===== src/logic/cmbi_pkg.sv =====
/*
  Shared constants and carrier types for the core memory bus interface:
  bus widths, peripheral window, access sizes and the request/command structs.
  Assumes one core clock and synchronous memories that answer one cycle after
  a read command is presented.
*/
package cmbi_pkg;

  localparam int PGM_AW = 21;
  localparam int PGM_DW = 16;
  localparam int DATA_AW = 24;
  localparam int DATA_DW = 32;
  localparam int SEC_DW = 16;
  localparam int PERI_DW = 16;
  localparam int PERI_AW = 16;

  // Peripheral window: upper address bits equal to this base select the register bus
  localparam logic [DATA_AW-1:0] PERI_BASE = 24'h00f000;
  localparam int PERI_WIN_BITS_DEF = 12;

  localparam int ADDR_MSB = DATA_AW - 1;

  typedef enum logic [1:0] {
    CMBI_SZ_BYTE = 2'b00,
    CMBI_SZ_WORD = 2'b01,
    CMBI_SZ_LONG = 2'b10
  } cmbi_size_t;

  typedef struct packed {
    logic pgmReq;
    logic pgmWrite;
    logic [PGM_AW-1:0] pgmAddr;
    logic dataReq;
    logic dataWrite;
    cmbi_size_t dataSize;
    logic [DATA_AW-1:0] primaryDataAddress;
    logic [DATA_DW-1:0] writeData;
    logic dualReq;
    logic [DATA_AW-1:0] secondaryDataAddress;
  } cmbi_core_req_t;

  typedef struct packed {
    logic pgmValid;
    logic [PGM_DW-1:0] pgmData;
    logic primValid;
    logic [DATA_DW-1:0] primData;
    logic secValid;
    logic [SEC_DW-1:0] secondaryReadBus;
  } cmbi_core_rsp_t;

  typedef struct packed {
    logic rd;
    logic wr;
    logic [PGM_AW-1:0] addr;
    logic [PGM_DW-1:0] wdata;
  } cmbi_pmem_cmd_t;

  typedef struct packed {
    logic rd;
    logic wr;
    cmbi_size_t size;
    logic [DATA_AW-1:0] addr;
    logic [DATA_DW-1:0] wdata;
  } cmbi_xmem_cmd_t;

  typedef struct packed {
    logic rd;
    logic [DATA_AW-1:0] addr;
  } cmbi_smem_cmd_t;

  typedef struct packed {
    logic rd;
    logic wr;
    logic [PERI_AW-1:0] addr;
    logic [PERI_DW-1:0] wdata;
  } cmbi_peri_cmd_t;

endpackage


===== src/logic/cmbi_rd_capture.sv =====
/*
  Read-return capture stage: registers returned read data and raises a
  one-cycle valid in the cycle the data is presented to the core.
  Assumes take stands in the cycle the read command stands, one cycle before
  the data input holds the answer.
*/
`timescale 1ns/100ps
`default_nettype none
module cmbi_rd_capture #(
  parameter int W = 16
) (
  // Clock and reset
  input wire logic clk_sys,
  input wire logic resetn,
  // Returned data
  input wire logic take,
  input wire logic [W-1:0] data,
  // Toward the core
  output logic valid,
  output logic [W-1:0] q
);

  typedef struct packed {
    logic pend;
    logic valid;
    logic [W-1:0] q;
  } cmbi_cap_state_t;

  cmbi_cap_state_t state;
  cmbi_cap_state_t next_state;

  if (W < 1) begin : gWidthCheck
    $error("cmbi_rd_capture: width must be at least 1");
  end

  always_comb begin
    next_state = state;
    // Target answers a cycle after its command, so the capture waits one cycle
    next_state.pend = take;
    next_state.valid = state.pend;
    // Data holds until the next answer so the core may sample late
    if (state.pend) begin
      next_state.q = data;
    end
  end

  always_ff @(posedge clk_sys) begin
    if (!resetn) begin
      state <= '0;
    end else begin
      state <= next_state;
    end
  end

  assign valid = state.valid;
  assign q = state.q;

endmodule
`default_nettype wire


===== src/logic/cmbi_core_bus.sv =====
/*
  Core-side memory and peripheral bus interface: routes program fetches and
  writes, primary byte/word/long data accesses, dual-read secondary accesses
  and peripheral register accesses from the core to their targets, and returns
  read data to the core with a fixed latency.
  Assumes memories and peripherals sample a command on the clock edge after it
  is presented and drive read data during the following cycle.
*/
`timescale 1ns/100ps
`default_nettype none
module cmbi_core_bus #(
  parameter int PERI_WIN_BITS = cmbi_pkg::PERI_WIN_BITS_DEF
) (
  // Clock and reset
  input wire logic clk_sys,
  input wire logic resetn,
  // Core request and response
  input wire cmbi_pkg::cmbi_core_req_t coreReq,
  output cmbi_pkg::cmbi_core_rsp_t coreRsp,
  // Program memory
  output cmbi_pkg::cmbi_pmem_cmd_t pgmCmd,
  input wire logic [cmbi_pkg::PGM_DW-1:0] pgmRdata,
  // Primary data memory
  output cmbi_pkg::cmbi_xmem_cmd_t dataCmd,
  input wire logic [cmbi_pkg::DATA_DW-1:0] dataRdata,
  // Secondary data memory read port
  output cmbi_pkg::cmbi_smem_cmd_t secCmd,
  input wire logic [cmbi_pkg::SEC_DW-1:0] secondaryReadBus,
  // Peripheral register bus
  output cmbi_pkg::cmbi_peri_cmd_t periCmd,
  input wire logic [cmbi_pkg::PERI_DW-1:0] peripheralRegisterBus
);
  import cmbi_pkg::*;

  typedef struct packed {
    cmbi_pmem_cmd_t pgm;
    cmbi_xmem_cmd_t data;
    cmbi_smem_cmd_t sec;
    cmbi_peri_cmd_t peri;
    logic periPend;
  } cmbi_state_t;

  cmbi_state_t state;
  cmbi_state_t next_state;

  logic [DATA_AW-1:0] effAddr;
  logic isPeri;
  logic dataRd;
  logic dataWr;
  logic [DATA_DW-1:0] primReturn;
  logic pgmValid;
  logic primValid;
  logic secValid;
  logic [PGM_DW-1:0] pgmQ;
  logic [DATA_DW-1:0] primQ;
  logic [SEC_DW-1:0] secQ;

  if (PERI_WIN_BITS < 1 || PERI_WIN_BITS > PERI_AW || PERI_WIN_BITS >= DATA_AW) begin : gWinCheck
    $error("cmbi_core_bus: peripheral window width out of range");
  end

  always_comb begin
    // Byte operands live in the lower half only
    effAddr = coreReq.primaryDataAddress;
    if (coreReq.dataSize == CMBI_SZ_BYTE) begin
      effAddr[ADDR_MSB] = 1'b0;
    end
    // Same address decodes data memory and register window
    isPeri = (effAddr[DATA_AW-1:PERI_WIN_BITS] == PERI_BASE[DATA_AW-1:PERI_WIN_BITS]);
    dataRd = coreReq.dataReq && !coreReq.dataWrite;
    dataWr = coreReq.dataReq && coreReq.dataWrite;
  end

  always_comb begin
    next_state = state;

    // Program side: address and write data pass with one cycle of staging
    next_state.pgm.rd = coreReq.pgmReq && !coreReq.pgmWrite;
    next_state.pgm.wr = coreReq.pgmReq && coreReq.pgmWrite;
    if (coreReq.pgmReq) begin
      next_state.pgm.addr = coreReq.pgmAddr;
      // Upper half of the write bus never reaches program memory
      next_state.pgm.wdata = coreReq.writeData[PGM_DW-1:0];
    end

    // Primary data memory
    next_state.data.rd = dataRd && !isPeri;
    next_state.data.wr = dataWr && !isPeri;
    if (coreReq.dataReq && !isPeri) begin
      next_state.data.addr = effAddr;
      next_state.data.size = coreReq.dataSize;
      next_state.data.wdata = coreReq.writeData;
    end

    // Register bus staged exactly like data memory, so no extra wait
    next_state.peri.rd = dataRd && isPeri;
    // Marks the cycle in which the register bus, not data memory, answers
    next_state.periPend = state.peri.rd;
    next_state.peri.wr = dataWr && isPeri;
    if (coreReq.dataReq && isPeri) begin
      next_state.peri.addr = PERI_AW'(effAddr[PERI_WIN_BITS-1:0]);
      // Register writes come off the primary write bus
      next_state.peri.wdata = coreReq.writeData[PERI_DW-1:0];
    end

    // Secondary port only joins a primary read; a stray dual flag is dropped
    next_state.sec.rd = coreReq.dualReq && dataRd;
    if (coreReq.dualReq && dataRd) begin
      next_state.sec.addr = coreReq.secondaryDataAddress;
    end
  end

  always_ff @(posedge clk_sys) begin
    if (!resetn) begin
      state <= '0;
    end else begin
      state <= next_state;
    end
  end

  assign pgmCmd = state.pgm;
  assign dataCmd = state.data;
  assign secCmd = state.sec;
  assign periCmd = state.peri;

  // Register reads land on the primary read bus, zero-extended
  assign primReturn = state.periPend ? {{(DATA_DW-PERI_DW){1'b0}}, peripheralRegisterBus} : dataRdata;

  cmbi_rd_capture #(.W(PGM_DW)) uPgmCap (
    .clk_sys(clk_sys),
    .resetn(resetn),
    .take(state.pgm.rd),
    .data(pgmRdata),
    .valid(pgmValid),
    .q(pgmQ)
  );

  // Primary and secondary share one latency, so a dual read returns together
  cmbi_rd_capture #(.W(DATA_DW)) uPrimCap (
    .clk_sys(clk_sys),
    .resetn(resetn),
    .take(state.data.rd || state.peri.rd),
    .data(primReturn),
    .valid(primValid),
    .q(primQ)
  );

  cmbi_rd_capture #(.W(SEC_DW)) uSecCap (
    .clk_sys(clk_sys),
    .resetn(resetn),
    .take(state.sec.rd),
    .data(secondaryReadBus),
    .valid(secValid),
    .q(secQ)
  );

  always_comb begin
    coreRsp.pgmValid = pgmValid;
    coreRsp.pgmData = pgmQ;
    coreRsp.primValid = primValid;
    coreRsp.primData = primQ;
    coreRsp.secValid = secValid;
    coreRsp.secondaryReadBus = secQ;
  end

endmodule
`default_nettype wire


===== config.mk =====
export PLATFORM = sky130hd
export DESIGN_NAME = cmbi_core_bus
export DESIGN_NICKNAME = d
export VERILOG_FILES = /design/src/logic/cmbi_pkg.sv /design/src/logic/cmbi_rd_capture.sv /design/src/logic/cmbi_core_bus.sv
export SDC_FILE = /design/constraint.sdc
export NUM_CORES = 1
export LEC_CHECK = 0
export ABC_AREA = 1
export BUFFER_PORTS_ARGS = -buffer_cell sky130_fd_sc_hd__clkbuf_2
export CORE_AREA = 2 2 160 162
export CTS_CLUSTER_SIZE = 25
export DETAILED_ROUTE_END_ITERATION = 10
export DIE_AREA = 0 0 162 164
export HOLD_SLACK_MARGIN = 0.06
export PLACE_DENSITY = 0.69
export REMOVE_ABC_BUFFERS = 1
export SLEW_MARGIN = 20
export SYNTH_ARGS = -nofsm -noshare
export SYNTH_HDL_FRONTEND = slang
export SYNTH_SLANG_ARGS = --single-unit

===== constraint.sdc =====
create_clock -name clk_sys -period 2.2 [get_ports clk_sys]
set_clock_uncertainty 0.2 [all_clocks]
set_input_delay 0.66 -clock clk_sys [delete_from_list [all_inputs] [get_ports clk_sys]]
set_output_delay 0.66 -clock clk_sys [all_outputs]
set_load 0.03 [all_outputs]

Word level (Yosys, flattened, before mapping)
Cells that the tools add are included.
{"block": "word_totals", "in_bits": 190, "ff_bits": 225}
{"block": "classes", "n_eq_ne": 1, "muxes": 2, "n_reduce_logical": 16}
{"operator": "two-way mux 32 bit", "n": 1}
{"operator": "== test 12 x 4 -> 1 bit (second input constant)", "n": 1}
{"operator": "logical AND 1 bit", "n": 11}
{"operator": "logical NOT 1 bit", "n": 3}
{"operator": "logical NOT 2 bit", "n": 1}
{"operator": "logical OR 1 bit", "n": 1}
{"operator": "two-way mux 1 bit", "n": 1}

Depth between registers and ports, before layout
{"block": "logic_depth", "word_depth": 5, "mapped_depth": 9, "mapped_depth_nobuf": 8}

Modules after synthesis
Synthesis repeated with hierarchy kept, for this count alone.
{"block": "unflattened", "hier_cells": 1385, "area_unflattened_um2": 10141.0}
{"mod": "cmbi_core_bus", "cells_per_inst": 960, "area_per_inst_um2": 7288.2, "seq_area_each_um2": 3103.0, "n_inst": 1}
{"mod": "cmbi_rd_capture at uPgmCap ...", "cells_per_inst": 108, "area_per_inst_um2": 739.5, "seq_area_each_um2": 360.3, "n_inst": 2}
{"mod": "cmbi_rd_capture at uPrimCap", "cells_per_inst": 209, "area_per_inst_um2": 1373.8, "seq_area_each_um2": 680.7, "n_inst": 1}

Worst setup path before layout
OpenSTA, ideal clock, no wires.
{"block": "synth_path", "kind": "input port to flip-flop", "startpoint": "in coreReq[82] (netlist bit)", "endpoint": "reg state (netlist bit dataCmd[19])", "slack_ns": 0.380, "path_buffers": 2, "path_stages": 8, "required_ns": 1.887, "arrival_ns": 1.506, "path_cell_list": "nor2_1 -> nor2_4 -> nor2_2 -> nand2_2 -> buf_6 -> buf_6 -> a21oi_2 -> nor2_1"}
{"block": "synth_between", "elab_chain_cells": 5}
{"element": "start: declaration", "line_no": "cmbi_core_bus.sv:18", "source": "input wire cmbi_pkg::cmbi_core_req_t coreReq,"}
{"element": "logical NOT 2 bit", "line_no": "cmbi_core_bus.sv:65", "source": "if (coreReq.dataSize == CMBI_SZ_BYTE) begin"}
{"element": "two-way mux 1 bit", "line_no": "cmbi_core_bus.sv:65"}
{"element": "== test 12 x 4 -> 1 bit", "line_no": "cmbi_core_bus.sv:69", "source": "isPeri = (effAddr[DATA_AW-1:PERI_WIN_BITS] == PERI_BASE[DATA_AW-1:PERI_WIN_BITS]);"}
{"element": "logical NOT 1 bit", "line_no": "cmbi_core_bus.sv:89", "source": "if (coreReq.dataReq && !isPeri) begin"}
{"element": "logical AND 1 bit", "line_no": "cmbi_core_bus.sv:89"}
{"element": "end signal: assignment", "line_no": "cmbi_core_bus.sv:117", "source": "state <= next_state;"}
{"element": "end: declaration", "line_no": "cmbi_core_bus.sv:43", "source": "cmbi_state_t state;"}
No other way between the ends.
A chain may end at the register's enable or synchronous reset.

Final worst setup path
{"block": "layout_path", "startpoint": "reg uPrimCap.state (netlist bit uPrimCap.q[6])", "endpoint": "out coreRsp[23] (netlist bit)"}
{"element": "start: declaration", "line_no": "cmbi_rd_capture.sv:29", "source": "cmbi_cap_state_t state;"}
{"element": "start signal: assignment", "line_no": "cmbi_rd_capture.sv:51", "source": "state <= next_state;"}
{"element": "end: declaration", "line_no": "cmbi_core_bus.sv:19", "source": "output cmbi_pkg::cmbi_core_rsp_t coreRsp,"}
No word-level cell between the ends.

==> flow_metrics.py <==
metrics = {
    "min_path": {
        "min_path_cells": 2,
        "min_to": "pgmCmd[38]$_SDFF_PN0_",
        "worstHoldStart": "coreReq[106]",
        "hp-class": "in -> reg",
    },
    "worst_setup_path": {
        "reg2reg_slack_ps": 480,
        "critPathLaunchType": "flop",
        "cpLargestDelayFamily": "flip-flops",
        "critPathArrivalTime_ps": 1150,
        "worstPathCellList": "clkbuf_2",
        "rr_endpoint": "uPgmCap.q[6]$_SDFFE_PN0P_",
        "timing.rr.start": "uPgmCap.next_state[16]$_SDFF_PN0_",
        "max_stage_delay_ps": 400,
        "reg2reg_depth": 3,
        "required_ps": 1340,
        "crit_buf_inv": 1,
        "crit_type": "reg -> out",
        "worstPathMaxFanout": 2,
        "cp-end-kind": "output port",
        "slowest_stage": "dfxtp_1",
    },
    "synthesis": {
        "yosysSeqAreaShare": 0.446,
        "synth-adder-area-share": 0,
        "synth_cell_type_count": 22,
        "ys_ff_latch": 225,
        "synth-compound-area-share": 0.137,
        "synth.area.top_cells": "dfxtp_1 45%, buf_4 12%, nor2_1 7.5%, nand2_1 6.0%, a21oi_1 5.7%",
        "synth_mux_area_frac": 0,
        "synth_top_family_by_area": "buffers and inverters",
        "synth_warnings": 0,
        "syn_area_sq_mm": 0.0101,
        "syn_inst": 1359,
        "synthXorXnorAreaFrac": 0,
        "yosys.area_share.simple": 0.198,
        "synth_top_area_frac": 0.446,
        "syn-mean-instance-area_sq_um": 7.43,
        "synth_top_cell_by_area": "dfxtp_1",
    },
    "drt": {
        "vias": 8949,
        "remaining_drc_errors": 0,
        "drt-total-wl_um": 27400,
        "viasPerCell": 4.64,
        "drtIter0Drc": 509,
        "first_pass_iters": 5,
        "drt-wirelength-per-cell_um": 14.2,
        "final_antenna_net_count": 0,
    },
    "clock_tree": {
        "clockBufferDepth": 3,
        "cts_tree": "yes",
        "clock-sinks": 225,
        "cts_made_buffers": 25,
        "cts.htree.levels": 1,
        "post_cts_resized": 0,
        "cts_setup_buffers": 0,
        "cts-root-buf": "clkbuf_16",
        "ctsHoldBuffers": 0,
        "clkTransAtPathRegs_ps": 60,
        "insertion_delay_ps": 520,
    },
    "timing": {
        "fin_crit_ps": 2010,
        "slew-limit-headroom": 0.500,
        "finalHoldViolations": 0,
        "maxClockFrequency_mhz": 497,
        "post-route-period-util": 0.915,
        "rsz0062_at_grt": "no",
        "setup_viol": 0,
        "finalMaxSlewViolations": 0,
        "tightest_slew_ps": 749,
    },
    "floorplan": {
        "die_area_sq_mm": 0.0266,
        "die_w_um": 162,
        "top_level_ports": 415,
        "rows": 58,
        "start_util": 0.407,
        "die_h_um": 164,
        "core_area_sq_mm": 0.0248,
    },
    "place": {
        "dp_hpwl_um": 19800,
        "portBuffers": 410,
        "place_congestion": 0.882,
        "place_inst": 1883,
    },
    "flow_run": {
        "maxCapViolations": 0,
    },
    "pwr": {
        "p_per_area_mw_per_mm2": 816,
        "leakage_nw": 6.33,
        "ir_worst_vdd_uv": 592,
    },
    "cells_and_area": {
        "fin_util": 0.491,
        "area_delta_synth_final_pct": 20.6,
        "nNetsFinal": 1770,
        "num_antenna_cells": 0,
        "mostFrequentLayoutCell": "clkbuf_2",
        "drive_above_1_share": 0.324,
        "stdcell_count": 1929,
        "final_cell_mix": "408 x clkbuf_2, 225 x dfxtp_1, 202 x nor2_1",
    },
    "grt": {
        "grt_pass1_vias": 8320,
        "antenna_found_initial": 0,
        "grt_pass1_wl_um": 42700,
        "overflow": 0,
        "grt_max_degree": 64,
        "track_usage": 0.197,
    },
    "status": {
        "status": "finished clean",
    },
}
worst max-delay path by stage:
stage | slack, ps | depth (start not counted) | from | end
2_1_floorplan | -540 | 8 | coreReq[72] | dataCmd[0]$_SDFFE_PN0P_
3_3_place_gp | 130 | 8 | coreReq[77] | periCmd[11]$_SDFFE_PN0P_
3_5_place_dp | 70 | 9 | coreReq[71] | dataCmd[14]$_SDFFE_PN0P_
4_1_cts | 180 | 1 | uPrimCap.q[6]$_SDFFE_PN0P_ | coreRsp[23]
5_1_grt | 160 | 1 | uPrimCap.q[6]$_SDFFE_PN0P_ | coreRsp[23]
6_report | 190 | 1 | uPrimCap.q[6]$_SDFFE_PN0P_ | coreRsp[23]
per-stage QoR:
| stage | TNS (ps) | hold WS [ps] | cell area [sq um] | worst slack, ps | power [mW] |
|---|---|---|---|---|---|
| global placement | 0 | 231 | 11300 | 127 | 5.71 |
| detailed placement | 0 | 233 | 11300 | 71.0 | 5.73 |
| global route | 0 | 143 | 12200 | 159 | 10.4 |
| CTS | 0 | 129 | 12200 | 178 | 10.1 |
| floorplan | -32580 | 346 | 8480 | -543 | 5.12 |
| finish | 0 | 147 | 12200 | 188 | 9.94 |
area by class of cell:
type	instances	area, sq um
Clock inverter	11	134
Timing Repair Buffer	440	2420
Sequential cell	225	4500
Inverter	153	574
Clock buffer	35	723
Fill cell	2511	12600
Multi-Input combinational cell	735	3410
Tap cell	330	413
power by group:
group | internal [mW] | total [mW] | leakage (nW) | switching (mW)
combinational | 0.433 | 1.27 | 4.05 | 0.841
clock | 2.64 | 4.31 | 0.430 | 1.67
sequential | 4.26 | 4.36 | 1.84 | 0.0999
sequential cells by signal (all words and copies together) (netlist names):
register / count
dataCmd: 60
periCmd: 30
pgmCmd: 39
secCmd: 25
state: 1
uPgmCap.next_state: 1
uPgmCap.q: 16
uPgmCap.valid: 1
uPrimCap.next_state: 1
uPrimCap.q: 32
uPrimCap.valid: 1
uSecCap.next_state: 1
uSecCap.q: 16
uSecCap.valid: 1
layer usage:
layer,vias up,track usage,part of all wire
met5,-,0,0
met4,0,0.0700,0.036
met3,66,0.0540,0.080
met2,331,0.323,0.46
met1,4000,0.249,0.43
li1,4552,-,-
synth_stat cells:
library cell and instances:
nand3_4 1, nor2_1 202, nand2_1 161, nor2_4 3
clkinv_1 1, buf_6 6, nand4_1 28, o21ai_0 109
nand3_1 78, dfxtp_1 225, buf_1 6, inv_1 152
conb_1 1, and2_1 1, buf_2 26, a21oi_1 115
buf_4 165, clkbuf_1 46, nor3_1 1, nor2_2 1
nand2_2 1, a21oi_2 30
cell families after synthesis:
group	after synthesis
other cells	1
buf+inv	402
compound gates	254
simple gates	477
flops	225
Note: power is estimated with default switching activity, not from simulation.
